===== src/ddrct_pkg.sv =====
// Shared constants and carrier types for the DDR2 bank timing engine
package ddrct_pkg;

  // ----------------------------------------
  // Geometry
  // ----------------------------------------
  localparam int BANKS = 8;
  localparam int BANK_W = 3;
  localparam int CNT_W = 5;
  localparam int LAT_W = 4;
  localparam int CFG_W = 3;
  localparam int BEAT_W = 16;
  localparam int PREFETCH_BEATS = 4;
  localparam int FETCH_W = BEAT_W * PREFETCH_BEATS;
  localparam int REF_ROW_W = 13;
  localparam int BEAT_IDX_W = 2;

  // ----------------------------------------
  // Timing
  // ----------------------------------------
  localparam int CLK_PERIOD_PS = 4000;
  localparam int ROW_ACTIVE_MIN_TIME_NS = 40;
  // Least time, rounded up to whole clocks
  localparam int ROW_ACTIVE_MIN_CYCLES =
    (ROW_ACTIVE_MIN_TIME_NS * 1000 + CLK_PERIOD_PS - 1) / CLK_PERIOD_PS;
  localparam logic [CNT_W-1:0] RAS_LOAD = CNT_W'(ROW_ACTIVE_MIN_CYCLES);
  localparam logic [CNT_W-1:0] BURST_HALF = CNT_W'(PREFETCH_BEATS / 2);
  localparam logic [CNT_W-1:0] CNT_ONE = 5'h01;
  localparam logic [CNT_W-1:0] CNT_ZERO = 5'h00;
  localparam logic [LAT_W-1:0] LAT_ONE = 4'h1;
  localparam logic [LAT_W-1:0] LAT_ZERO = 4'h0;
  localparam logic [REF_ROW_W-1:0] REF_ROW_ONE = 13'h0001;
  localparam logic [BEAT_IDX_W-1:0] BEAT_LAST = 2'h3;

  // ----------------------------------------
  // Commands and modes
  // ----------------------------------------
  typedef enum logic [2:0] {
    DDRCT_NOP = 3'h0,
    DDRCT_ACTIVATE = 3'h1,
    DDRCT_READ = 3'h2,
    DDRCT_WRITE = 3'h3,
    DDRCT_PRECHARGE = 3'h4,
    DDRCT_PRECHARGE_ALL = 3'h5,
    DDRCT_REFRESH = 3'h6
  } ddrct_cmd_code_type;

  typedef enum logic [1:0] {
    DDRCT_X4 = 2'h0,
    DDRCT_X8 = 2'h1,
    DDRCT_X16 = 2'h2
  } ddrct_width_type;

  typedef struct packed {
    logic valid;
    ddrct_cmd_code_type code;
    logic [BANK_W-1:0] bank;
    logic auto_precharge;
  } ddrct_cmd_type;

  typedef struct packed {
    logic [BEAT_W-1:0] dq;
    logic [BEAT_W-1:0] dq_oe;
    logic lower_strobe;
    logic lower_strobe_oe;
    logic upper_strobe;
    logic upper_strobe_oe;
  } ddrct_dq_type;

endpackage


===== src/ddrct_bank_engine.sv =====
// Eight-bank row state, auto-precharge lockout, refresh and read launch
// Function
// RULE1: Controller may send read/write with auto-precharge before minimum row-active time.
// RULE2: Device delays its internal precharge until minimum row-active time is met.
// RULE3: Controller waits precharge period; precharge-all adds one average clock period.
// RULE4: At most four activations per four-activate window, activate spacing still applies. Code: neither window nor activate spacing is tracked.
// RULE5: Precharge after read spaced by additive latency plus half burst unless longer.
// RULE6: Read captures four-beat prefetch; data appears one CAS latency later. Code: first beat additive plus CAS latency plus one clock later.
// RULE7: Write completion equals write recovery clocks plus precharge period, rounded up.
// RULE8: Controller issues 8192 refreshes per 64ms commercial or 32ms industrial.
// RULE9: Refreshes may come back to back; no maximum refresh interval is enforced.
// RULE10: Clock enable held steady across three consecutive rising edges after transition.
// RULE11: On reset, clock keeps running setup plus one clock plus hold after enable low.
// RULE12: Nanosecond requirements convert to clocks using the average clock period.
// RULE13: Controller should drive strobe valid no later than the write command edge.
// RULE14: Each strobe belongs to its own nibble or byte; x16 has lower and upper.
// RULE15: Controller keeps down-counters per constraint and blocks commands until expired. Code: row and auto-precharge counters only; nothing is blocked.
`timescale 1ns/100ps
`default_nettype none
module ddrct_bank_engine
  import ddrct_pkg::*;
(
  input wire logic ref_clk,
  input wire logic reset,
  input wire ddrct_pkg::ddrct_cmd_type cmd,
  input wire logic [ddrct_pkg::CFG_W-1:0] cas_latency,
  input wire logic [ddrct_pkg::CFG_W-1:0] additive_latency,
  input wire logic [ddrct_pkg::CFG_W-1:0] write_recovery_clocks,
  input wire ddrct_pkg::ddrct_width_type width_mode,
  input wire logic [ddrct_pkg::FETCH_W-1:0] fetch_data,
  output logic [ddrct_pkg::BANKS-1:0] bank_open,
  output logic [ddrct_pkg::BANKS-1:0] internal_precharge,
  output logic refresh_done,
  output logic [ddrct_pkg::REF_ROW_W-1:0] refresh_row,
  output ddrct_pkg::ddrct_dq_type dq_out,
  output logic read_busy
);
  import ddrct_pkg::*;

  // ----------------------------------------
  // State
  // ----------------------------------------
  typedef struct packed {
    logic open;
    logic ap_pending;
    logic [CNT_W-1:0] ras_cnt;
    logic [CNT_W-1:0] ap_cnt;
  } ddrct_bank_type;

  typedef struct packed {
    ddrct_bank_type [BANKS-1:0] bank;
    logic [BANKS-1:0] precharge_pulse;
    logic refresh_pulse;
    logic [REF_ROW_W-1:0] refresh_row;
  } ddrct_engine_type;

  ddrct_engine_type state;
  ddrct_engine_type next_state;
  logic read_start;
  logic [LAT_W-1:0] read_latency;

  function automatic logic [BANKS-1:0] bank_onehot(input logic [BANK_W-1:0] b);
    bank_onehot = '0;
    bank_onehot[b] = 1'b1;
  endfunction

  // ----------------------------------------
  // Next state
  // ----------------------------------------
  always_comb begin
    logic [BANKS-1:0] sel;
    logic [CNT_W-1:0] wr_done;
    next_state = state;
    next_state.precharge_pulse = '0;
    next_state.refresh_pulse = 1'b0;
    sel = bank_onehot(cmd.bank);
    // RULE7: write recovery before precharge
    wr_done = CNT_W'(additive_latency) + CNT_W'(cas_latency) - CNT_ONE + BURST_HALF
      + CNT_W'(write_recovery_clocks);
    for (int i = 0; i < BANKS; i++) begin
      if (state.bank[i].ras_cnt != CNT_ZERO) begin
        next_state.bank[i].ras_cnt = state.bank[i].ras_cnt - CNT_ONE;
      end
      if (state.bank[i].ap_cnt != CNT_ZERO) begin
        next_state.bank[i].ap_cnt = state.bank[i].ap_cnt - CNT_ONE;
      end
      // RULE2: lockout until row time met
      if (state.bank[i].ap_pending && state.bank[i].ras_cnt == CNT_ZERO
          && state.bank[i].ap_cnt == CNT_ZERO) begin
        next_state.bank[i].ap_pending = 1'b0;
        next_state.bank[i].open = 1'b0;
        next_state.precharge_pulse[i] = 1'b1;
      end
      if (cmd.valid && sel[i]) begin
        case (cmd.code)
          DDRCT_ACTIVATE: begin
            next_state.bank[i].open = 1'b1;
            next_state.bank[i].ap_pending = 1'b0;
            next_state.bank[i].ras_cnt = RAS_LOAD;
            // Reopened bank drops the closing pulse
            next_state.precharge_pulse[i] = 1'b0;
          end
          DDRCT_READ: begin
            // RULE1: early auto-precharge accepted
            // RULE5: additive latency plus half burst
            if (cmd.auto_precharge) begin
              next_state.bank[i].ap_pending = 1'b1;
              next_state.bank[i].ap_cnt = CNT_W'(additive_latency) + BURST_HALF;
            end
          end
          DDRCT_WRITE: begin
            if (cmd.auto_precharge) begin
              next_state.bank[i].ap_pending = 1'b1;
              next_state.bank[i].ap_cnt = wr_done;
            end
          end
          DDRCT_PRECHARGE: begin
            next_state.bank[i].open = 1'b0;
            next_state.bank[i].ap_pending = 1'b0;
          end
          default: begin
          end
        endcase
      end
      if (cmd.valid && cmd.code == DDRCT_PRECHARGE_ALL) begin
        next_state.bank[i].open = 1'b0;
        next_state.bank[i].ap_pending = 1'b0;
      end
    end
    // RULE9: back-to-back refresh accepted
    // No upper refresh interval is tracked; bursts are legal
    if (cmd.valid && cmd.code == DDRCT_REFRESH) begin
      next_state.refresh_pulse = 1'b1;
      next_state.refresh_row = state.refresh_row + REF_ROW_ONE;
    end
  end

  always_ff @(posedge ref_clk) begin
    if (reset) begin
      state <= '0;
    end else begin
      state <= next_state;
    end
  end

  // ----------------------------------------
  // Read launch
  // ----------------------------------------
  // RULE6: read latency from command
  assign read_start = cmd.valid && (cmd.code == DDRCT_READ);
  assign read_latency = LAT_W'(additive_latency) + LAT_W'(cas_latency);

  ddrct_read_pipe u_read_pipe (
    .ref_clk(ref_clk),
    .reset(reset),
    .start(read_start),
    .latency(read_latency),
    .fetch_data(fetch_data),
    .width_mode(width_mode),
    .dq_out(dq_out),
    .busy(read_busy)
  );

  always_comb begin
    for (int i = 0; i < BANKS; i++) begin
      bank_open[i] = state.bank[i].open;
    end
  end

  assign internal_precharge = state.precharge_pulse;
  assign refresh_done = state.refresh_pulse;
  assign refresh_row = state.refresh_row;

endmodule // ddrct_bank_engine
`default_nettype wire


===== src/ddrct_read_pipe.sv =====
// Read prefetch capture, latency delay and beat output with strobe lanes
`timescale 1ns/100ps
`default_nettype none
module ddrct_read_pipe
  import ddrct_pkg::*;
(
  input wire logic ref_clk,
  input wire logic reset,
  input wire logic start,
  input wire logic [ddrct_pkg::LAT_W-1:0] latency,
  input wire logic [ddrct_pkg::FETCH_W-1:0] fetch_data,
  input wire ddrct_pkg::ddrct_width_type width_mode,
  output ddrct_pkg::ddrct_dq_type dq_out,
  output logic busy
);
  import ddrct_pkg::*;

  typedef enum logic [1:0] {
    RP_IDLE = 2'b00,
    RP_WAIT = 2'b01,
    RP_BURST = 2'b11
  } ddrct_rp_state_type;

  typedef struct packed {
    ddrct_rp_state_type fsm;
    logic [LAT_W-1:0] cnt;
    logic [BEAT_IDX_W-1:0] beat;
    logic [FETCH_W-1:0] fetch;
    ddrct_dq_type out;
  } ddrct_rp_type;

  ddrct_rp_type state;
  ddrct_rp_type next_state;

  // ----------------------------------------
  // Lane masks
  // ----------------------------------------
  function automatic logic [BEAT_W-1:0] lane_mask(input ddrct_width_type w);
    case (w)
      DDRCT_X4: lane_mask = 16'h000f;
      DDRCT_X8: lane_mask = 16'h00ff;
      default: lane_mask = 16'hffff;
    endcase
  endfunction

  // ----------------------------------------
  // Next state
  // ----------------------------------------
  always_comb begin
    next_state = state;
    next_state.out.dq_oe = '0;
    next_state.out.lower_strobe_oe = 1'b0;
    next_state.out.upper_strobe_oe = 1'b0;
    next_state.out.lower_strobe = 1'b0;
    next_state.out.upper_strobe = 1'b0;
    case (state.fsm)
      RP_WAIT: begin
        if (state.cnt == LAT_ZERO) begin
          next_state.fsm = RP_BURST;
          next_state.beat = '0;
        end else begin
          next_state.cnt = state.cnt - LAT_ONE;
        end
      end
      RP_BURST: begin
        // RULE14: strobe per lane
        next_state.out.dq = state.fetch[BEAT_W-1:0] & lane_mask(width_mode);
        next_state.out.dq_oe = lane_mask(width_mode);
        next_state.out.lower_strobe = ~state.beat[0];
        next_state.out.lower_strobe_oe = 1'b1;
        next_state.out.upper_strobe = ~state.beat[0];
        next_state.out.upper_strobe_oe = (width_mode == DDRCT_X16);
        next_state.fetch = {{BEAT_W{1'b0}}, state.fetch[FETCH_W-1:BEAT_W]};
        next_state.beat = state.beat + 2'h1;
        if (state.beat == BEAT_LAST) begin
          next_state.fsm = RP_IDLE;
        end
      end
      default: begin
        next_state.fsm = RP_IDLE;
      end
    endcase
    // RULE6: prefetch then latency
    // A new read restarts the pipe; the scheduler keeps reads apart
    if (start) begin
      next_state.fetch = fetch_data;
      next_state.fsm = RP_WAIT;
      next_state.cnt = (latency == LAT_ZERO) ? LAT_ZERO : latency - LAT_ONE;
    end
  end

  always_ff @(posedge ref_clk) begin
    if (reset) begin
      state <= '0;
    end else begin
      state <= next_state;
    end
  end

  assign dq_out = state.out;
  assign busy = (state.fsm != RP_IDLE);

endmodule // ddrct_read_pipe
`default_nettype wire


===== config.mk =====
export PLATFORM = sky130hd
export DESIGN_NAME = ddrct_bank_engine
export DESIGN_NICKNAME = d
export VERILOG_FILES = /design/src/ddrct_pkg.sv /design/src/ddrct_bank_engine.sv /design/src/ddrct_read_pipe.sv
export SDC_FILE = /design/constraint.sdc
export NUM_CORES = 1
export LEC_CHECK = 0
export ABC_AREA = 1
export BUFFER_PORTS_ARGS = -buffer_cell sky130_fd_sc_hd__clkbuf_2
export CAP_MARGIN = 20
export CORE_ASPECT_RATIO = 0.7
export CORE_MARGIN = 4
export CORE_UTILIZATION = 40
export CTS_BUF_LIST = sky130_fd_sc_hd__clkbuf_8
export DETAILED_ROUTE_END_ITERATION = 8
export GPL_ROUTABILITY_DRIVEN = 0
export MAX_ROUTING_LAYER = met4
export SLEW_MARGIN = 20
export SYNTH_ARGS = -nofsm -noshare
export SYNTH_HDL_FRONTEND = slang
export SYNTH_SLANG_ARGS = --single-unit

===== constraint.sdc =====
create_clock -name ref_clk -period 4.4 [get_ports ref_clk]
set_input_delay 0.22 -clock ref_clk [delete_from_list [all_inputs] [get_ports ref_clk]]
set_output_delay 0.22 -clock ref_clk [all_outputs]
set_load 0.005 [all_outputs]

==> impl_metrics.yaml, run 1 <==
sta:
  tns_ps: 0
  worst_clock_skew_ps: 14.8
  finalCritPeriodShare_pct: 49.2
  grt_setup_unrepaired: "false"
  fmax_mhz: 462
  timing.final.hold_violations: 0
  slew_at_the_pin_closest_to_its_max_slew_limit_ps: 854
  slew_headroom_pct: 43.1
  final-max-slew-violation-count: 0
  period_needed_ps: 2160
  setup_viol: 0
logic_synthesis:
  seq_area_frac_synth_pct: 40.2
  yosys_warnings: 0
  synthArstFlopShare_pct: 0
  synth-main-ff-cell: "dfxtp_1"
  syn_avg_cell_area_sq_um: 7.21
  synthesis.area_sq_um: 10500
  post_synth_inst_count: 1462
  synth_cell_type_count: 39
  synth-edff-count: 0
  synth-seq-cells: 212
  synthesis.nets: 1586
pwr:
  power_density_nw_per_um2: 491
  internal_power_mw: 4.09
  power.clock.fraction_pct: 31.8
  total_switching_power_mw: 2.08
  swShare_pct: 33.7
  seqPwrFrac_pct: 38.1
  power.combinational.fraction_pct: 30.0
  vdd_drop_max_mv: 0.195
  leakagePower_nw: 5.56
cells_and_area:
  flow.area_growth_from_synthesis_pct: 19.0
  post_route_cells_drive_above_1_share_pct: 15.0
  finalNetCount: 1739
  final_core_util_pct: 48.6
  postLayoutCellArea_sq_um: 12500
place:
  port_buffers: 151
  post-dp-hpwl_um: 19300
  placed_cell_area_sq_um: 11100
routing:
  drc_violation_count_after_routing: 0
  route.detailed.wl_per_inst_um: 14.3
  detailedRoute.firstPassIterationCount: 5
  antenna_left: 0
  wl_um: 28700
  vias_per_cell: 4.86
  dr.first_iter.drc_count: 726
  vias: 9710
global_routing:
  grt_first_pass_wirelength_um: 46100
  grt_max_degree: 71
  via_count_of_the_first_global_routing_pass: 9057
  number_of_antenna_violations_at_the_first_check_in_global_routing: 0
  grt.total_usage_pct: 19.8
  globalRoute.totalOverflow: 0
flow_run:
  drv.max_cap_violation_count: 0
clock_tree:
  cts-hold-fix-buffers: 66
  clock-root-buffer: "clkbuf_8"
  htree_num_levels: 2
  tritoncts_num_sinks: 212
  tritoncts.num_buffers: 38
  tritoncts: "built"
  clock_tree_buf_depth: 3
  path_clk_slew_ps: 60
  clk_latency_ps: 530
  cts.repair.resized: 0
  postCtsSetupBuffers: 0
floorplanning:
  die_width_um: 202
  fp.coreArea_sq_um: 25800
  floorplan.die_area_sq_um: 29100
  io-pin-count: 152
  fp.dieH_um: 144
  initial_core_util_pct: 40.9
  fp_rows: 49
setup_path:
  critical_path_data_arrival_time_ps: 2600
  critical_path.slowest_cell: "nor2_4"
  critical_path_required_ps: 4840
  cp_max_fo: 36
  critical_path.max_stage_delay_ps: 550
  path_cells: "nand2_2, inv_2, nor2_4, buf_4, nand2_1, a21oi_1"
  criticalPathCategory: "reg -> reg"
  critical_path.startpoint_type: "register"
  worst_setup_path_end_kind: "register"
worst_hold_path:
  hold_path_class: "in -> reg"
status:
  run_status: "finished, final reports clean"
-- power groups by stage --
stage | clock network, mW | logic (mW) | registers (mW)
global route | 2.13 | 2.16 | 2.38
finish | 1.96 | 1.85 | 2.35
global placement | 0 | 1.75 | 2.38
floorplan | 0 | 1.45 | 2.35
detailed placement | 0 | 1.79 | 2.39
CTS | 2.04 | 1.85 | 2.35
-- critical path: cells and delay by family, from the launching register on --
kind                   cells  cell delay, ps
AOI/OAI and AO/OA          1             140
buffers and inverters      2             570
DFF                        1             340
and+or+nand+nor            3            1010
-- layout make-up --
cell class	count	area, sq um
Inverter	180	676
Tap cell	357	447
Multi-Input combinational cell	959	4900
Antenna cell	1	2.50
Timing Repair Buffer	224	1470
Fill cell	2550	13300
Clock buffer	51	702
Sequential cell	212	4240
Clock inverter	14	108
-- final timing paths --
path	slack, ps	end	cells past startpoint	from
min reg2reg	460	state[44]	2	state[44]
max reg2reg	2240	u_read_pipe.state[85]	6	u_read_pipe.state[106]
min	100	refresh_done	2	reset
max	2240	u_read_pipe.state[85]	6	u_read_pipe.state[106]
-- synth_stat cells (2+ instances only) --
cell type / number / area share (%)
nand2_2: 6 / 0.36
buf_6: 5 / 0.53
nand4_1: 4 / 0.24
clkbuf_1: 18 / 0.64
nand3b_1: 8 / 0.57
inv_1: 174 / 6.2
o21a_1: 8 / 0.57
nand2_1: 297 / 11
xor2_1: 18 / 1.5
a32o_1: 8 / 0.76
dfxtp_1: 212 / 40
nor3_1: 31 / 1.5
nor3b_1: 2 / 0.14
ha_1: 35 / 4.2
or2_2: 3 / 0.18
nand3_1: 120 / 5.7
nor2_1: 160 / 5.7
nor2_2: 7 / 0.42
inv_2: 5 / 0.18
buf_1: 2 / 0.071
nand2_4: 2 / 0.21
buf_2: 19 / 0.90
o21ai_0: 79 / 3.7
a21oi_1: 93 / 4.4
nor2_4: 5 / 0.53
fa_1: 4 / 0.76
buf_4: 67 / 4.8
a31oi_1: 51 / 3.0
xnor2_1: 9 / 0.75
-- metrics by stage --
stage	hold WS, ps	setup WS (ps)	power [mW]	std cells
after global placement	400	2000	4.13	1866
after global routing	93.1	2010	6.67	1997
final	99.9	2240	6.16	1998
after floorplan	291	2360	3.80	1462
after detailed placement	396	1940	4.17	1866
after CTS	59.2	2230	6.23	1997
-- layout by cell type, fill, tap and decap left out, drive strengths merged --
master       instances
nor3b                2
nand3b               8
clkinv               3
fa                   4
nand4                4
or2                  3
nand2              305
a32o                 8
o22ai                1
xnor2                9
nand3              121
nor3                31
buf                  8
ha                  35
a21oi               93
a31oi               52
xor2                18
o21ai               81
inv                189
clkbuf             201
dlygate4sd3         66
o21a                 8
a31o                 1
a211oi               1
o211ai               1
nor2               172
bufinv               2
dfxtp              212
diode                1
and3                 1
-- sequential cells by signal, summed over array words and instances, names as in the netlist --
register,cells
refresh_done,1
refresh_row,13
bank_open,8
u_read_pipe.state,72
internal_precharge,8
u_read_pipe.dq_out,22
state,88
-- kinds of logic after synthesis --
family	count (synthesis)	share of synthesized area (%)
flops	212	40.2
xor+xnor	27	2.24
compound gates	246	13.1
simple gates	647	26.2
buf+inv	291	13.3
fa+ha+maj	39	4.91
-- routing by layer --
layer	vias to the layer above	track usage, %	share of wire [%]
met4	0	5.82	1.8
met2	301	26.6	41
li1	4990	-	-
met3	49	4.24	6.4
met1	4370	29.4	51
met5	-	-	0
(Power assumes the default switching activity.)
==> run 2: changes to the inputs <==
==> constraint.sdc (replaced) <==
create_clock -name ref_clk -period 2.2 [get_ports ref_clk]
set_input_delay 0.11 -clock ref_clk [delete_from_list [all_inputs] [get_ports ref_clk]]
set_output_delay 0.11 -clock ref_clk [all_outputs]
set_load 0.005 [all_outputs]
==> impl_metrics.yaml, run 2 (synthesized netlist as in run 1, its figures left out) <==
cells_and_area:
  final_cell_mix: "297 x nand2_1, 212 x dfxtp_1, 189 x inv_1, 160 x nor2_1, 150 x clkbuf_2"
  layout_commonest_cell: "nand2_1"
  largest_register_ffs: 88
  nFillCells: 2555
  finalNetCount: 1763
  post_route_cells_drive_above_1_share_pct: 15.4
  regMostFlops: "state"
  flow.area_growth_from_synthesis_pct: 20.9
  diodes: 0
clock_tree:
  tritoncts_num_sinks: 212
  clk_latency_ps: 530
  htree_num_levels: 2
  clock_tree_buf_depth: 3
  tritoncts.num_buffers: 38
  clock-root-buffer: "clkbuf_8"
  postCtsSetupBuffers: 0
  tritoncts: "built"
  path_clk_slew_ps: 60
setup_path:
  r2r_slack_ps: 290
  criticalPathCategory: "reg -> reg"
  cp_max_fo: 10
  critical_path_data_arrival_time_ps: 2360
  critical_path.startpoint_type: "register"
  worst_setup_path_end_kind: "register"
  critical_path_required_ps: 2650
global_routing:
  number_of_antenna_violations_at_the_first_check_in_global_routing: 0
  globalRoute.totalOverflow: 0
  grt_first_pass_wirelength_um: 47900
  grt_max_degree: 75
  via_count_of_the_first_global_routing_pass: 9439
  grt.total_usage_pct: 20.5
floorplanning:
  io-pin-count: 152
  fp.dieH_um: 144
  fp.coreArea_sq_um: 25800
  fp_rows: 49
  die_width_um: 202
  initial_core_util_pct: 40.9
  floorplan.die_area_sq_um: 29100
pwr:
  finalPower_mw: 12.1
  power.clock.fraction_pct: 30.2
  power.combinational.fraction_pct: 31.0
  swShare_pct: 34.4
  internal_power_mw: 7.94
  vdd_drop_max_mv: 0.390
  leakagePower_nw: 5.71
  power_density_nw_per_um2: 950
  seqPwrFrac_pct: 38.9
  total_switching_power_mw: 4.16
sta:
  setup_viol: 0
  worst_clock_skew_ps: 21.9
  grt_setup_unrepaired: "false"
  timing.final.hold_violations: 0
  final-max-slew-violation-count: 0
  timing.hold.ws_ps: 90.8
  slew_at_the_pin_closest_to_its_max_slew_limit_ps: 601
  period_needed_ps: 1910
  setup_slack_ps: 294
  finalCritPeriodShare_pct: 86.6
  slew_headroom_pct: 59.9
  fmax_mhz: 525
place:
  port_buffers: 151
  dpl_worst_slack_ps: -97.8
  post-dp-hpwl_um: 19700
worst_hold_path:
  hold_path_class: "in -> reg"
routing:
  drc_violation_count_after_routing: 0
  detailedRoute.firstPassIterationCount: 5
  dr.first_iter.drc_count: 572
  vias: 9868
  vias_per_cell: 4.88
  route.detailed.wl_per_inst_um: 14.4
  wl_um: 29100
  antenna_left: 0
status:
  run_status: "finished, final reports clean"
flow_run:
  drv.max_cap_violation_count: 0
-- run 2: cell types whose count changed in the layout (fill, tap and decap cells not counted), sizes merged --
cell         delta
inv             +6
dlygate4sd3     +8
clkbuf          -4
diode           -1
buf            +16
bufinv          -1
clkinv          -1
-- run 2: routing by layer --
metal	vias to the layer above	global-route usage (%)	part of all wire, %
li1	5027	-	-
met1	4543	29.3	50
met2	254	29.6	42
met3	44	3.90	5.6
met4	0	5.54	1.8
met5	-	-	0
-- run 2: worst max-delay path: stages, from the launching register on --
cell and delay (ps):
dfxtp_1 390, nand2_2 100, nor2_1 170, inv_1 130, nor2_2 360, inv_1 70
nor2_1 90, dlygate4sd3_1 540
-- run 2: power groups by stage --
stage                     logic (mW)  clock network (mW)  registers [mW]
after floorplan                 2.91                   0            4.70
after global placement          3.51                   0            4.77
after detailed placement        3.62                   0            4.77
after CTS                       3.75                3.76            4.70
after global routing            4.40                3.95            4.77
final                           3.75                3.65            4.71
-- run 2: final cells by class --
| type | count | area, sq um | share of cell area, % |
|---|---|---|---|
| Tap cell | 357 | 447 | 3.50 |
| Clock inverter | 18 | 95.1 | 0.746 |
| Multi-Input combinational cell | 959 | 4900 | 38.4 |
| Sequential cell | 212 | 4240 | 33.3 |
| Clock buffer | 47 | 647 | 5.07 |
| Inverter | 180 | 676 | 5.30 |
| Timing Repair Buffer | 248 | 1750 | 13.7 |
-- run 2: final timing paths --
kind	startpoint	to	depth (start not counted)
worst max-delay path	u_read_pipe.state[107]	u_read_pipe.dq_out[0]	7
worst min-delay path	cmd[1]	bank_open[6]	6
worst max register to register	u_read_pipe.state[107]	u_read_pipe.dq_out[0]	7
worst min register to register	state[32]	state[32]	2
-- run 2: what timing repair did --
action,in CTS,in global routing
hold buffers,74,0
endpoints found under the setup margin,0,0
hold endpoints to repair,70,0
gates resized for setup,0,0
-- run 2: per-stage QoR --
step / setup TNS [ps] / cells / util, % / cell area [sq um]
floorplan: 0 / 1462 / - / 10500
global placement: -401 / 1882 / 43.7 / 11300
detailed placement: -763 / 1882 / 43.7 / 11300
CTS: 0 / 2021 / 49.4 / 12800
global route: 0 / 2021 / 49.4 / 12800
finish: 0 / 2021 / 49.4 / 12800
